===== src/verilog/power_seq_consts.svh =====
// Timing constants for the three-rail power sequencer.
// Assumes a 10 MHz ref_clk; times are in microseconds.
`ifndef POWER_SEQ_CONSTS_SVH
`define POWER_SEQ_CONSTS_SVH

`define CLK_FREQ_MHZ      10
`define PWR_GOOD_DLY_US   12000
`define UP_SEQ_DLY_US     750
`define DOWN_SEQ_DLY_US   800
// Microseconds to whole clock cycles; exact at a whole-MHz clock
`define US_TO_CYC(us)     (((us) * `CLK_FREQ_MHZ))
`define PWR_GOOD_DLY_CYC  `US_TO_CYC(`PWR_GOOD_DLY_US)
`define UP_SEQ_DLY_CYC    `US_TO_CYC(`UP_SEQ_DLY_US)
`define DOWN_SEQ_DLY_CYC  `US_TO_CYC(`DOWN_SEQ_DLY_US)
`define SYNC_STAGES       2

`endif


===== src/verilog/power_seq_pkg.sv =====
// Types for the three-rail power sequencer.
// Assumes nothing beyond the consts header for its numbers.
package power_seq_pkg;

   // Comparator flags from the analog front end
   typedef struct packed {
      logic primaryOk;
      logic ioOk;
      logic coreOk;
      logic feedbackOk;
   } sense_t;

   // Board control pins
   typedef struct packed {
      logic primaryGateEnable;
      logic sequenceEnable;
      logic voltageStart;
   } ctrl_t;

   // Secondary rail sequence states
   typedef enum logic [2:0] {
      SEQ_OFF,
      SEQ_CORE_UP,
      SEQ_BOTH_ON,
      SEQ_CORE_DOWN
   } seq_state_t;

endpackage : power_seq_pkg


===== src/verilog/three_rail_power_sequencer.sv =====
// Sequencer for primary, I/O and core supply rails: power-good delay,
// primary gate pass-through, core-first-up / core-last-down ordering.
// Assumes comparator flags and control pins arrive asynchronously and
// ref_clk runs free; rst_n is derived from the primary lockout.
// Every output is registered; each input sees two flops of sync latency.
//
// What this block does
// Power good rises only after the primary sense has stayed valid for the full delay.
// The primary gate follows its enable input, gated by primary sense, after the two sync flops and its output flop.
// I/O and core rails are neither watched nor sequenced until primary is good.
// The I/O gate is never on while the I/O sense is below its lockout level.
// The core gate is never on while the core sense is below its lockout level.
// In time mode a rising sequence enable switches the core gate on.
// In time mode a falling sequence enable switches the I/O gate off first.
// In voltage mode the voltage start input switches the core gate on.
// In voltage mode the I/O gate stays off until core feedback reaches threshold.
// Core comes on before I/O at power-up and goes off after I/O at power-down.
// Sequence enable is edge-triggered and I/O follows core after the up delay.
// In voltage mode the I/O gate comes on once feedback exceeds the reference.
// After a falling voltage start turns I/O off, core turns off a down delay later.
// Losing the primary supply turns all three gates off at once.
// All asynchronous inputs are synchronised before edge detection and timing.
`timescale 1ns/1ps

`include "power_seq_consts.svh"

module three_rail_power_sequencer
   import power_seq_pkg::*;
#(
   parameter int PWR_GOOD_CYC = `PWR_GOOD_DLY_CYC,
   parameter int UP_CYC       = `UP_SEQ_DLY_CYC,
   parameter int DOWN_CYC     = `DOWN_SEQ_DLY_CYC
) (
   input  wire logic   ref_clk,
   input  wire logic   rst_n,
   input  wire sense_t senseIn,
   input  wire ctrl_t  ctrlIn,
   output logic        powerGood,
   output logic        primaryGate,
   output logic        ioGate,
   output logic        coreGate
);

   // Timer and counter width; wide enough for any delay an int can carry
   localparam int CW = 32;

   // Elaboration checks: a zero delay would skip the power-good wait, or wrap len - 1 and stall a gate step
   if (PWR_GOOD_CYC < 1) begin : g_bad_good
      $error("three_rail_power_sequencer: PWR_GOOD_CYC must be at least one");
   end
   if (UP_CYC < 1) begin : g_bad_up
      $error("three_rail_power_sequencer: UP_CYC must be at least one");
   end
   if (DOWN_CYC < 1) begin : g_bad_down
      $error("three_rail_power_sequencer: DOWN_CYC must be at least one");
   end
   // Only a two-flop synchroniser is built below
   if (`SYNC_STAGES != 2) begin : g_bad_sync
      $error("three_rail_power_sequencer: only two synchroniser stages are built");
   end

   // Rising edge of a synchronised level against its one-cycle-old copy
   function automatic logic rose_now(input logic cur, input logic prev);
      return cur & ~prev;
   endfunction : rose_now

   // Falling edge of a synchronised level against its one-cycle-old copy
   function automatic logic fell_now(input logic cur, input logic prev);
      return ~cur & prev;
   endfunction : fell_now

   // Timer started at zero has run len - 1 cycles when done; the step it triggers lands
   // on the next edge, so the gate moves exactly len edges after the start
   function automatic logic timer_done(input logic [CW-1:0] cnt, input int len);
      return cnt >= CW'(len - 1);
   endfunction : timer_done

   // Two-stage synchronisers kept as the package bundles; the first stage
   // feeds only the second, so nothing decodes a possibly metastable bit
   sense_t senseA_q;
   sense_t senseB_q;
   ctrl_t  ctrlA_q;
   ctrl_t  ctrlB_q;

   // Comparator flags
   always_ff @(posedge ref_clk or negedge rst_n) begin
      if (!rst_n) begin
         senseA_q <= '0;
         senseB_q <= '0;
      end else begin
         senseA_q <= senseIn;
         senseB_q <= senseA_q;
      end
   end

   // Board control pins
   always_ff @(posedge ref_clk or negedge rst_n) begin
      if (!rst_n) begin
         ctrlA_q <= '0;
         ctrlB_q <= '0;
      end else begin
         ctrlA_q <= ctrlIn;
         ctrlB_q <= ctrlA_q;
      end
   end

   // Named views of the synchronised inputs
   wire primaryOk     = senseB_q.primaryOk;
   wire ioOk          = senseB_q.ioOk;
   wire coreOk        = senseB_q.coreOk;
   wire feedbackOk    = senseB_q.feedbackOk;
   wire primaryGateEn = ctrlB_q.primaryGateEnable;
   wire seqEnable     = ctrlB_q.sequenceEnable;
   wire voltStart     = ctrlB_q.voltageStart;

   // Previous values for edge detection on synchronised pins
   logic seqEnPrev_q;
   logic voltPrev_q;

   // Sequence enable one cycle back; a pin held high through reset shows
   // an edge here, which is refused because primary is not yet good
   always_ff @(posedge ref_clk or negedge rst_n) begin
      if (!rst_n) begin
         seqEnPrev_q <= 1'b0;
      end else begin
         seqEnPrev_q <= seqEnable;
      end
   end

   // Voltage start one cycle back
   always_ff @(posedge ref_clk or negedge rst_n) begin
      if (!rst_n) begin
         voltPrev_q <= 1'b0;
      end else begin
         voltPrev_q <= voltStart;
      end
   end

   // Start and stop events; the sequence pins act on edges, never on levels
   wire seqRise  = rose_now(seqEnable, seqEnPrev_q);
   wire seqFall  = fell_now(seqEnable, seqEnPrev_q);
   wire voltRise = rose_now(voltStart, voltPrev_q);
   wire voltFall = fell_now(voltStart, voltPrev_q);

   // Power-good qualification: the count restarts whenever primary drops
   logic [CW-1:0] goodCnt_q;
   logic          good_q;
   wire           goodReached = (goodCnt_q >= CW'(PWR_GOOD_CYC));

   // Qualification counter, held once the full delay has run
   always_ff @(posedge ref_clk or negedge rst_n) begin
      if (!rst_n) begin
         goodCnt_q <= '0;
      end else if (!primaryOk) begin
         goodCnt_q <= '0;
      end else if (!goodReached) begin
         goodCnt_q <= goodCnt_q + 1'b1;
      end
   end

   // Good flag: set after the full delay, cleared with primary at once
   always_ff @(posedge ref_clk or negedge rst_n) begin
      if (!rst_n) begin
         good_q <= 1'b0;
      end else if (!primaryOk) begin
         good_q <= 1'b0;
      end else if (goodReached) begin
         good_q <= 1'b1;
      end
   end

   // Secondary rails sequenced only with primary good (reset-style gate)
   wire active = good_q & primaryOk;

   // Sequence state and shared delay timer
   seq_state_t    state_q;
   seq_state_t    state_d;
   logic [CW-1:0] tmr_q;
   logic [CW-1:0] tmr_d;
   logic          voltMode_q;
   logic          voltMode_d;

   // Timer expiry used by both up and down paths
   wire upDone   = timer_done(tmr_q, UP_CYC);
   wire downDone = timer_done(tmr_q, DOWN_CYC);

   // Rail loss: I/O loss walks a down delay, core loss drops both
   wire startUp   = seqRise | voltRise;
   wire startDown = seqFall | voltFall | ~ioOk;

   // Next-state logic. OFF waits for a start edge; CORE_UP holds the core
   // gate while the timer or the feedback comparator clears the I/O step;
   // BOTH_ON waits for a stop edge or I/O loss; CORE_DOWN keeps the core on
   // for the down delay. Core or primary loss drops straight to OFF, since
   // a collapsed rail must not be held up by the down delay.
   always_comb begin
      state_d    = state_q;
      tmr_d      = tmr_q;
      voltMode_d = voltMode_q;
      if (!active || !coreOk) begin
         state_d = SEQ_OFF;
         tmr_d   = '0;
      end else begin
         case (state_q)
            SEQ_OFF: begin
               if (startUp) begin
                  state_d    = SEQ_CORE_UP;
                  voltMode_d = voltRise & ~seqRise;
                  tmr_d      = '0;
               end
            end
            SEQ_CORE_UP: begin
               // Timer holds once expired, so a long wait on the I/O rail cannot wrap it
               if (!upDone) begin
                  tmr_d = tmr_q + 1'b1;
               end
               if (seqFall || voltFall) begin
                  state_d = SEQ_CORE_DOWN;
                  tmr_d   = '0;
               end else if (voltMode_q ? feedbackOk : upDone) begin
                  if (ioOk) begin
                     state_d = SEQ_BOTH_ON;
                  end
               end
            end
            SEQ_BOTH_ON: begin
               if (startDown) begin
                  state_d = SEQ_CORE_DOWN;
                  tmr_d   = '0;
               end
            end
            SEQ_CORE_DOWN: begin
               tmr_d = tmr_q + 1'b1;
               if (downDone) begin
                  state_d = SEQ_OFF;
               end
            end
            default: begin
               state_d = SEQ_OFF;
            end
         endcase
      end
   end

   // State register
   always_ff @(posedge ref_clk or negedge rst_n) begin
      if (!rst_n) begin
         state_q <= SEQ_OFF;
      end else begin
         state_q <= state_d;
      end
   end

   // Shared delay timer for the up and down steps
   always_ff @(posedge ref_clk or negedge rst_n) begin
      if (!rst_n) begin
         tmr_q <= '0;
      end else begin
         tmr_q <= tmr_d;
      end
   end

   // Mode latched at the start edge: comparator or timer clears the I/O step
   always_ff @(posedge ref_clk or negedge rst_n) begin
      if (!rst_n) begin
         voltMode_q <= 1'b0;
      end else begin
         voltMode_q <= voltMode_d;
      end
   end

   // Gate decode from next state so outputs land in the same edge as the state
   wire coreOnD = (state_d != SEQ_OFF);
   wire ioOnD   = (state_d == SEQ_BOTH_ON) & ioOk;

   // Power good tracks the qualified flag and falls with primary at once
   always_ff @(posedge ref_clk or negedge rst_n) begin
      if (!rst_n) begin
         powerGood <= 1'b0;
      end else begin
         powerGood <= good_q & primaryOk;
      end
   end

   // Primary gate passes its enable after the sync latency plus this output flop
   always_ff @(posedge ref_clk or negedge rst_n) begin
      if (!rst_n) begin
         primaryGate <= 1'b0;
      end else begin
         primaryGate <= primaryGateEn & primaryOk;
      end
   end

   // I/O gate from the next-state decode, so it moves on the state's own edge
   always_ff @(posedge ref_clk or negedge rst_n) begin
      if (!rst_n) begin
         ioGate <= 1'b0;
      end else begin
         ioGate <= ioOnD;
      end
   end

   // Core gate from the next-state decode; the flop keeps it glitch-free
   always_ff @(posedge ref_clk or negedge rst_n) begin
      if (!rst_n) begin
         coreGate <= 1'b0;
      end else begin
         coreGate <= coreOnD;
      end
   end

endmodule : three_rail_power_sequencer


===== config.mk =====
export PLATFORM = sky130hd
export DESIGN_NAME = three_rail_power_sequencer
export DESIGN_NICKNAME = d
export VERILOG_FILES = /design/src/verilog/power_seq_pkg.sv /design/src/verilog/three_rail_power_sequencer.sv
export VERILOG_INCLUDE_DIRS = /design/src /design/src/verilog
export SDC_FILE = /design/constraint.sdc
export NUM_CORES = 1
export LEC_CHECK = 0
export ABC_AREA = 1
export BUFFER_PORTS_ARGS = -buffer_cell sky130_fd_sc_hd__buf_2
export CAP_MARGIN = 15
export CELL_PAD_IN_SITES_DETAIL_PLACEMENT = 1
export CELL_PAD_IN_SITES_GLOBAL_PLACEMENT = 1
export CORE_MARGIN = 2
export CORE_UTILIZATION = 40
export CTS_CLUSTER_DIAMETER = 30
export DETAILED_ROUTE_END_ITERATION = 16
export GPL_ROUTABILITY_DRIVEN = 0
export PLACE_DENSITY = 0.7
export SLEW_MARGIN = 20
export SYNTH_ARGS = -nofsm -noshare
export SYNTH_HDL_FRONTEND = slang
export SYNTH_SLANG_ARGS = --single-unit
export TNS_END_PERCENT = 10

===== constraint.sdc =====
create_clock -name ref_clk -period 2 [get_ports ref_clk]
set_input_delay 0.5 -clock ref_clk [delete_from_list [all_inputs] [get_ports ref_clk]]
set_output_delay 0.5 -clock ref_clk [all_outputs]
set_load 0.03 [all_outputs]

======== Yosys cells after proc, flatten, opt, wreduce, memory -nomap -nowiden ========
Index checks and enable logic that the tools add are counted.
word-level totals
  register bits after elaboration ......... 89
  latch bits .............................. 0
  RAM bits ................................ 0
  bits in read-only memories .............. 0
  word-level logic and storage cells ...... 85
  memories kept ........................... 0
cells by class
  add/sub/neg operators ................... 2
  $mul .................................... 0
  div/mod/pow operators ................... 0
  $lt $le $gt $ge ......................... 3
  equal/unequal tests ..................... 9
  shifts and indexed selects .............. 0
  mux-type cells .......................... 19
  bitwise operators ....................... 18
  reduce and logical (&&, ||, !) cells .... 9
operators by type and width
  cell                     count
  $mux W32                 7
  $pmux W32 S4             1
  $add A32 B1 Y32 const B  2
  $ge A32 B13 Y1 const B   2
  $ge A32 B17 Y1 const B   1
  $mux W3                  7
  $pmux W3 S4              1
  $eq A3 B2 Y1 const B     3
  $and A1 B1 Y1            8
  $not A1 Y1               7
  $ne A3 B3 Y1 const B     2
  $reduce_bool A5 Y1       1
  $ne A4 B4 Y1 const B     1
  $reduce_and A4 Y1        1
  $eq A3 B1 Y1 const B     1
  $logic_not A3 Y1         1
  $mux W1                  3
  $or A1 B1 Y1             3
  $reduce_and A3 Y1        1
  $reduce_bool A3 Y1       1
  $logic_not A1 Y1         2
  $logic_or A1 B1 Y1       2
  $ne A2 B1 Y1 const B     1
  $ne A2 B2 Y1 const B     1

======== Depth between registers and ports, before layout ========
  depth in word-level cells ............... 9
  gate-level depth with buffers ........... 14

======== Worst setup path after synthesis ========
Ideal clock, no wire load.
  path type ............................... register to register
  from .................................... register tmr_q[0]
  to ...................................... register tmr_q[14]
  library setup time ...................... 0.125 ns
  arrival time ............................ 1.640 ns
  path slack .............................. 0.235 ns
  stages on the path, launching flop included .. 14
  path buffers ............................ 1
  period minus slack after synthesis ...... 1.765 ns
  path through ............................ dfrtp_1 > ha_1 > o21a_1 > nand2_1 > nand2_1 > nand2_1 > nand3_2 > nand3_2 > nand2_2 > nand2_4 > inv_4 > buf_6 > nand2_1 > o31ai_1
on the way
  cells in the longest elaborated chain, start to end .. 5
  elaborated cells between the ends (all ways) .. 8
  classes of those cells .................. add/sub: 1; order compare: 1; eq/ne: 1; mux: 4; reduce/logical: 1
ends and longest elaborated chain
  element                 RTL line                                                              source
  start, declared         three_rail_power_sequencer.sv:178                                     logic [CW-1:0] tmr_q;
  start signal, assigned  three_rail_power_sequencer.sv:259                                     tmr_q <= tmr_d;
  $add A32 B1 Y32         three_rail_power_sequencer.sv:215, three_rail_power_sequencer.sv:233
  $mux W32                three_rail_power_sequencer.sv:214                                     if (!upDone) begin
  $mux W32                three_rail_power_sequencer.sv:217                                     if (seqFall || voltFall) begin
  $pmux W32 S4            three_rail_power_sequencer.sv:204                                     case (state_q)
  $mux W32                three_rail_power_sequencer.sv:200                                     if (!active || !coreOk) begin
Parallel ways exist; a longest one is shown, timed or not. The select of a mux whose other input is x is not followed.
A chain may end at the register's enable or synchronous reset.

======== Worst setup path after layout ========
  from .................................... register tmr_q[7]
  to ...................................... register tmr_q[12]
The elaborated chain is that of the path after synthesis.

==> qor.yml <==
synth:
  synth_cell_types: 37
  synth_edf_count: 0
  netlist_area_sq_um: 5010
  avgSynthCellArea_sq_um: 7.488
  synth_commonest_cells: "209 x nand2_1, 89 x dfrtp_1, 69 x nand3_1, 69 x nor2_1, 61 x inv_1"
  synth_flop_cell: "dfrtp_1"
  yosys_warnings: 0
  yosysMostFrequentCell: "nand2_1"
  async_flop_share_pct: 100.0
  seq_area_frac_synth_pct: 44.46
  synth_area_leaders: "dfrtp_1 44%, nand2_1 16%, nand3_1 6.9%"
  ys_seq_elements: 89
  yosys.area.top_type: "dfrtp_1"
  synth_top_area_share_pct: 44.46
  netlist_instances: 669
  synth.net_count: 681
cts:
  insertion_delay_ns: 0.36
  root_buffer: "clkbuf_16"
  cts_htree_levels: 3
  cts_sinks: 89
  clock_path_buffers: 2
  cts_setup_buffers: 0
  cts_tree: "built"
  cts-resized-gates: 0
  cts_made_buffers: 9
  cts_hold_buf: 0
  clkSlewWorstSetupHoldPaths_ns: 0.08
worst_setup_path:
  worstPathCellList: "inv_2 -> nand2_1 -> nor2_1 -> nand2_1 -> nand2_1 -> nand2_1 -> nand3_2 -> nand3_2 -> nand2_4 -> nand2_8 -> buf_4 -> a21oi_1 -> nor2_1"
  crit_path_frequent_cell: "nand2_1"
  arrival_ns: 2.10
  crit_required_ns: 2.25
  r2r_end: "tmr_q[12]$_DFFE_PN0P_"
  critPathKind: "reg2reg"
  crit_end: "tmr_q[12]$_DFFE_PN0P_"
  cp_max_fo: 10
  startpoint: "tmr_q[7]$_DFFE_PN0P_"
  critPathSlowestCell: "dfrtp_1"
  r2r_cells: 13
  critPathLaunchType: "register"
  r2r_start: "tmr_q[7]$_DFFE_PN0P_"
  endpoint_kind: "register"
  slowest_delay_ns: 0.44
  r2r_slack_ns: 0.15
route:
  totalWireLength_um: 15100
  drc: 0
  vias: 4568
  drtAntennaViolNets: 0
  drt_iter0_markers: 265
  vias_per_cell: 5.239
  post_drt_wl_per_cell_um: 17.31
  drtPass1Iterations: 4
timing:
  finalClockSkew_ns: 0.01317
  fin_tns_setup_ns: 0
  period_share_pct: 92.56
  drv_slew: 0
  layout_min_cycle_time_ns: 1.851
  fmax_mhz: 540.2
  setup_viol: 0
  finalHoldViolCount: 0
  rsz0062_at_grt: "yes"
  fin_ws_ns: 0.1487
grt:
  grt.overflow.total: 0
  gr-usage-met2_pct: 42.34
  grtUsageMet3_pct: 2.929
  grt_pass1_vias: 4935
  antenna_found_initial: 0
  grt_usage_pct: 24.77
  grt_pass1_wl_um: 25320
  grt_use_met1_pct: 31.37
  grt_max_degree: 34
  grt_busiest_layer: "met2"
placement:
  dp_hpwl_um: 11280
  numPortBuffers: 12
  post-place-ws_ns: 0.02748
power:
  p_clk_share_pct: 48.5
  internal_power_uw: 2870
  vdd_drop_max_uv: 567.1
  p_leak_uw: 0.002678
  switchingPower_uw: 966.6
  seqPwrFrac_pct: 47.9
  p_total_uw: 3837
  swShare_pct: 25.19
  power.density_nw_per_um2: 665.8
  combPwrFrac_pct: 3.7
die:
  start_util_pct: 41.36
  rows: 40
  die_h_um: 115.9
  io_pins: 13
  core_area_sq_um: 12110
  die_w_um: 115.9
  die_area_sq_um: 13440
cells_and_area:
  seqCellArea_sq_um: 2231
  drive_gt1_share_pct: 14.35
  syn_to_final_growth_pct: 15.04
  antenna_cells: 0
  multi_input_area_sq_um: 2427
  nFillCells: 1515
  nets: 711
flow_run:
  maxCapViolCount: 0
status:
  status: "finished, final reports clean"
min_path:
  min_path_type: "in2async"
[per-stage QoR]
stage | area [sq um] | instances | hold slack, ns | util, %
CTS | 5712 | 872 | 0.1104 | 47.16
global placement | 5394 | 856 | 0.3326 | 44.54
global route | 5763 | 872 | 0.1267 | 47.58
finish | 5763 | 872 | 0.1006 | 47.58
detailed placement | 5394 | 856 | 0.3363 | 44.54
floorplan | 5010 | 669 | 0.2044 | -
[worst min-delay path by stage]
stage                         start                     to
4_1_cts                       rst_n  tmr_q[20]$_DFFE_PN0P_
2_1_floorplan                 rst_n     coreGate$_DFF_PN0_
5_1_grt                       rst_n  tmr_q[20]$_DFFE_PN0P_
6_report                      rst_n  tmr_q[20]$_DFFE_PN0P_
3_5_place_dp   ctrlA_q[0]$_DFF_PN0_    voltStart$_DFF_PN0_
3_3_place_gp   ctrlA_q[0]$_DFF_PN0_    voltStart$_DFF_PN0_
[power groups by stage]
stage               clock [uW]  sequential [uW]  combinational [uW]
floorplan                    0             1870                55.6
global placement             0             1870                 137
detailed placement           0             1870                 142
CTS                       1900             1840                 142
global route              1970             1840                 159
finish                    1860             1840                 141
[critical path: cells and delay by family, from the launching register on]
kind                   cells  cell delay, ns
and+or+nand+nor           10            0.82
DFF                        1            0.44
buffers and inverters      2            0.33
AOI/OAI and AO/OA          1            0.15
[registers in the layout, indices dropped and copies added, names as in the netlist, 3 cells and up]
name and cells:
senseA_q 4, goodCnt_q 32, tmr_q 32, ctrlA_q 3
state_q 3
[final cells by class]
type / instances / share of cell area, %
repair buffers: 39 / 5.037
multi-input cells: 485 / 42.12
flip-flops and latches: 89 / 38.71
clock inverters: 7 / 1.607
clock buffers: 9 / 3.908
well taps: 168 / 3.647
inverters: 75 / 4.972
[metal layers]
metal  up-vias  share of wire [%]
li1       2229                  -
met1      2228                 45
met2        81                 49
met3        30                2.8
met4         0                3.2
met5         -                  0
[cell families after synthesis]
| logic type | synth area share [%] |
|---|---|
| adders and majority gates | 0.7493 |
| and+or+nand+nor | 34.14 |
| xor gates and xnor gates | 3.497 |
| buffers and inverters | 7.992 |
| AOI/OAI and AO/OA | 9.091 |
| other | 0.07485 |
| DFF | 44.46 |
[cells in the final DEF (no fill, tap or decap), drive strengths merged, types with 5 or more instances in the layout]
| cell | instances |
|---|---|
| nand2 | 211 |
| dfrtp | 89 |
| nor2 | 81 |
| inv | 79 |
| nand3 | 71 |
| buf | 39 |
| a211oi | 16 |
| nor3 | 16 |
| o31ai | 14 |
| xor2 | 14 |
| a21oi | 13 |
| o21ai | 13 |
| nand4 | 10 |
| clkbuf | 9 |
| xnor2 | 6 |
| o2111ai | 5 |
Power figures use the tool's default switching activity.
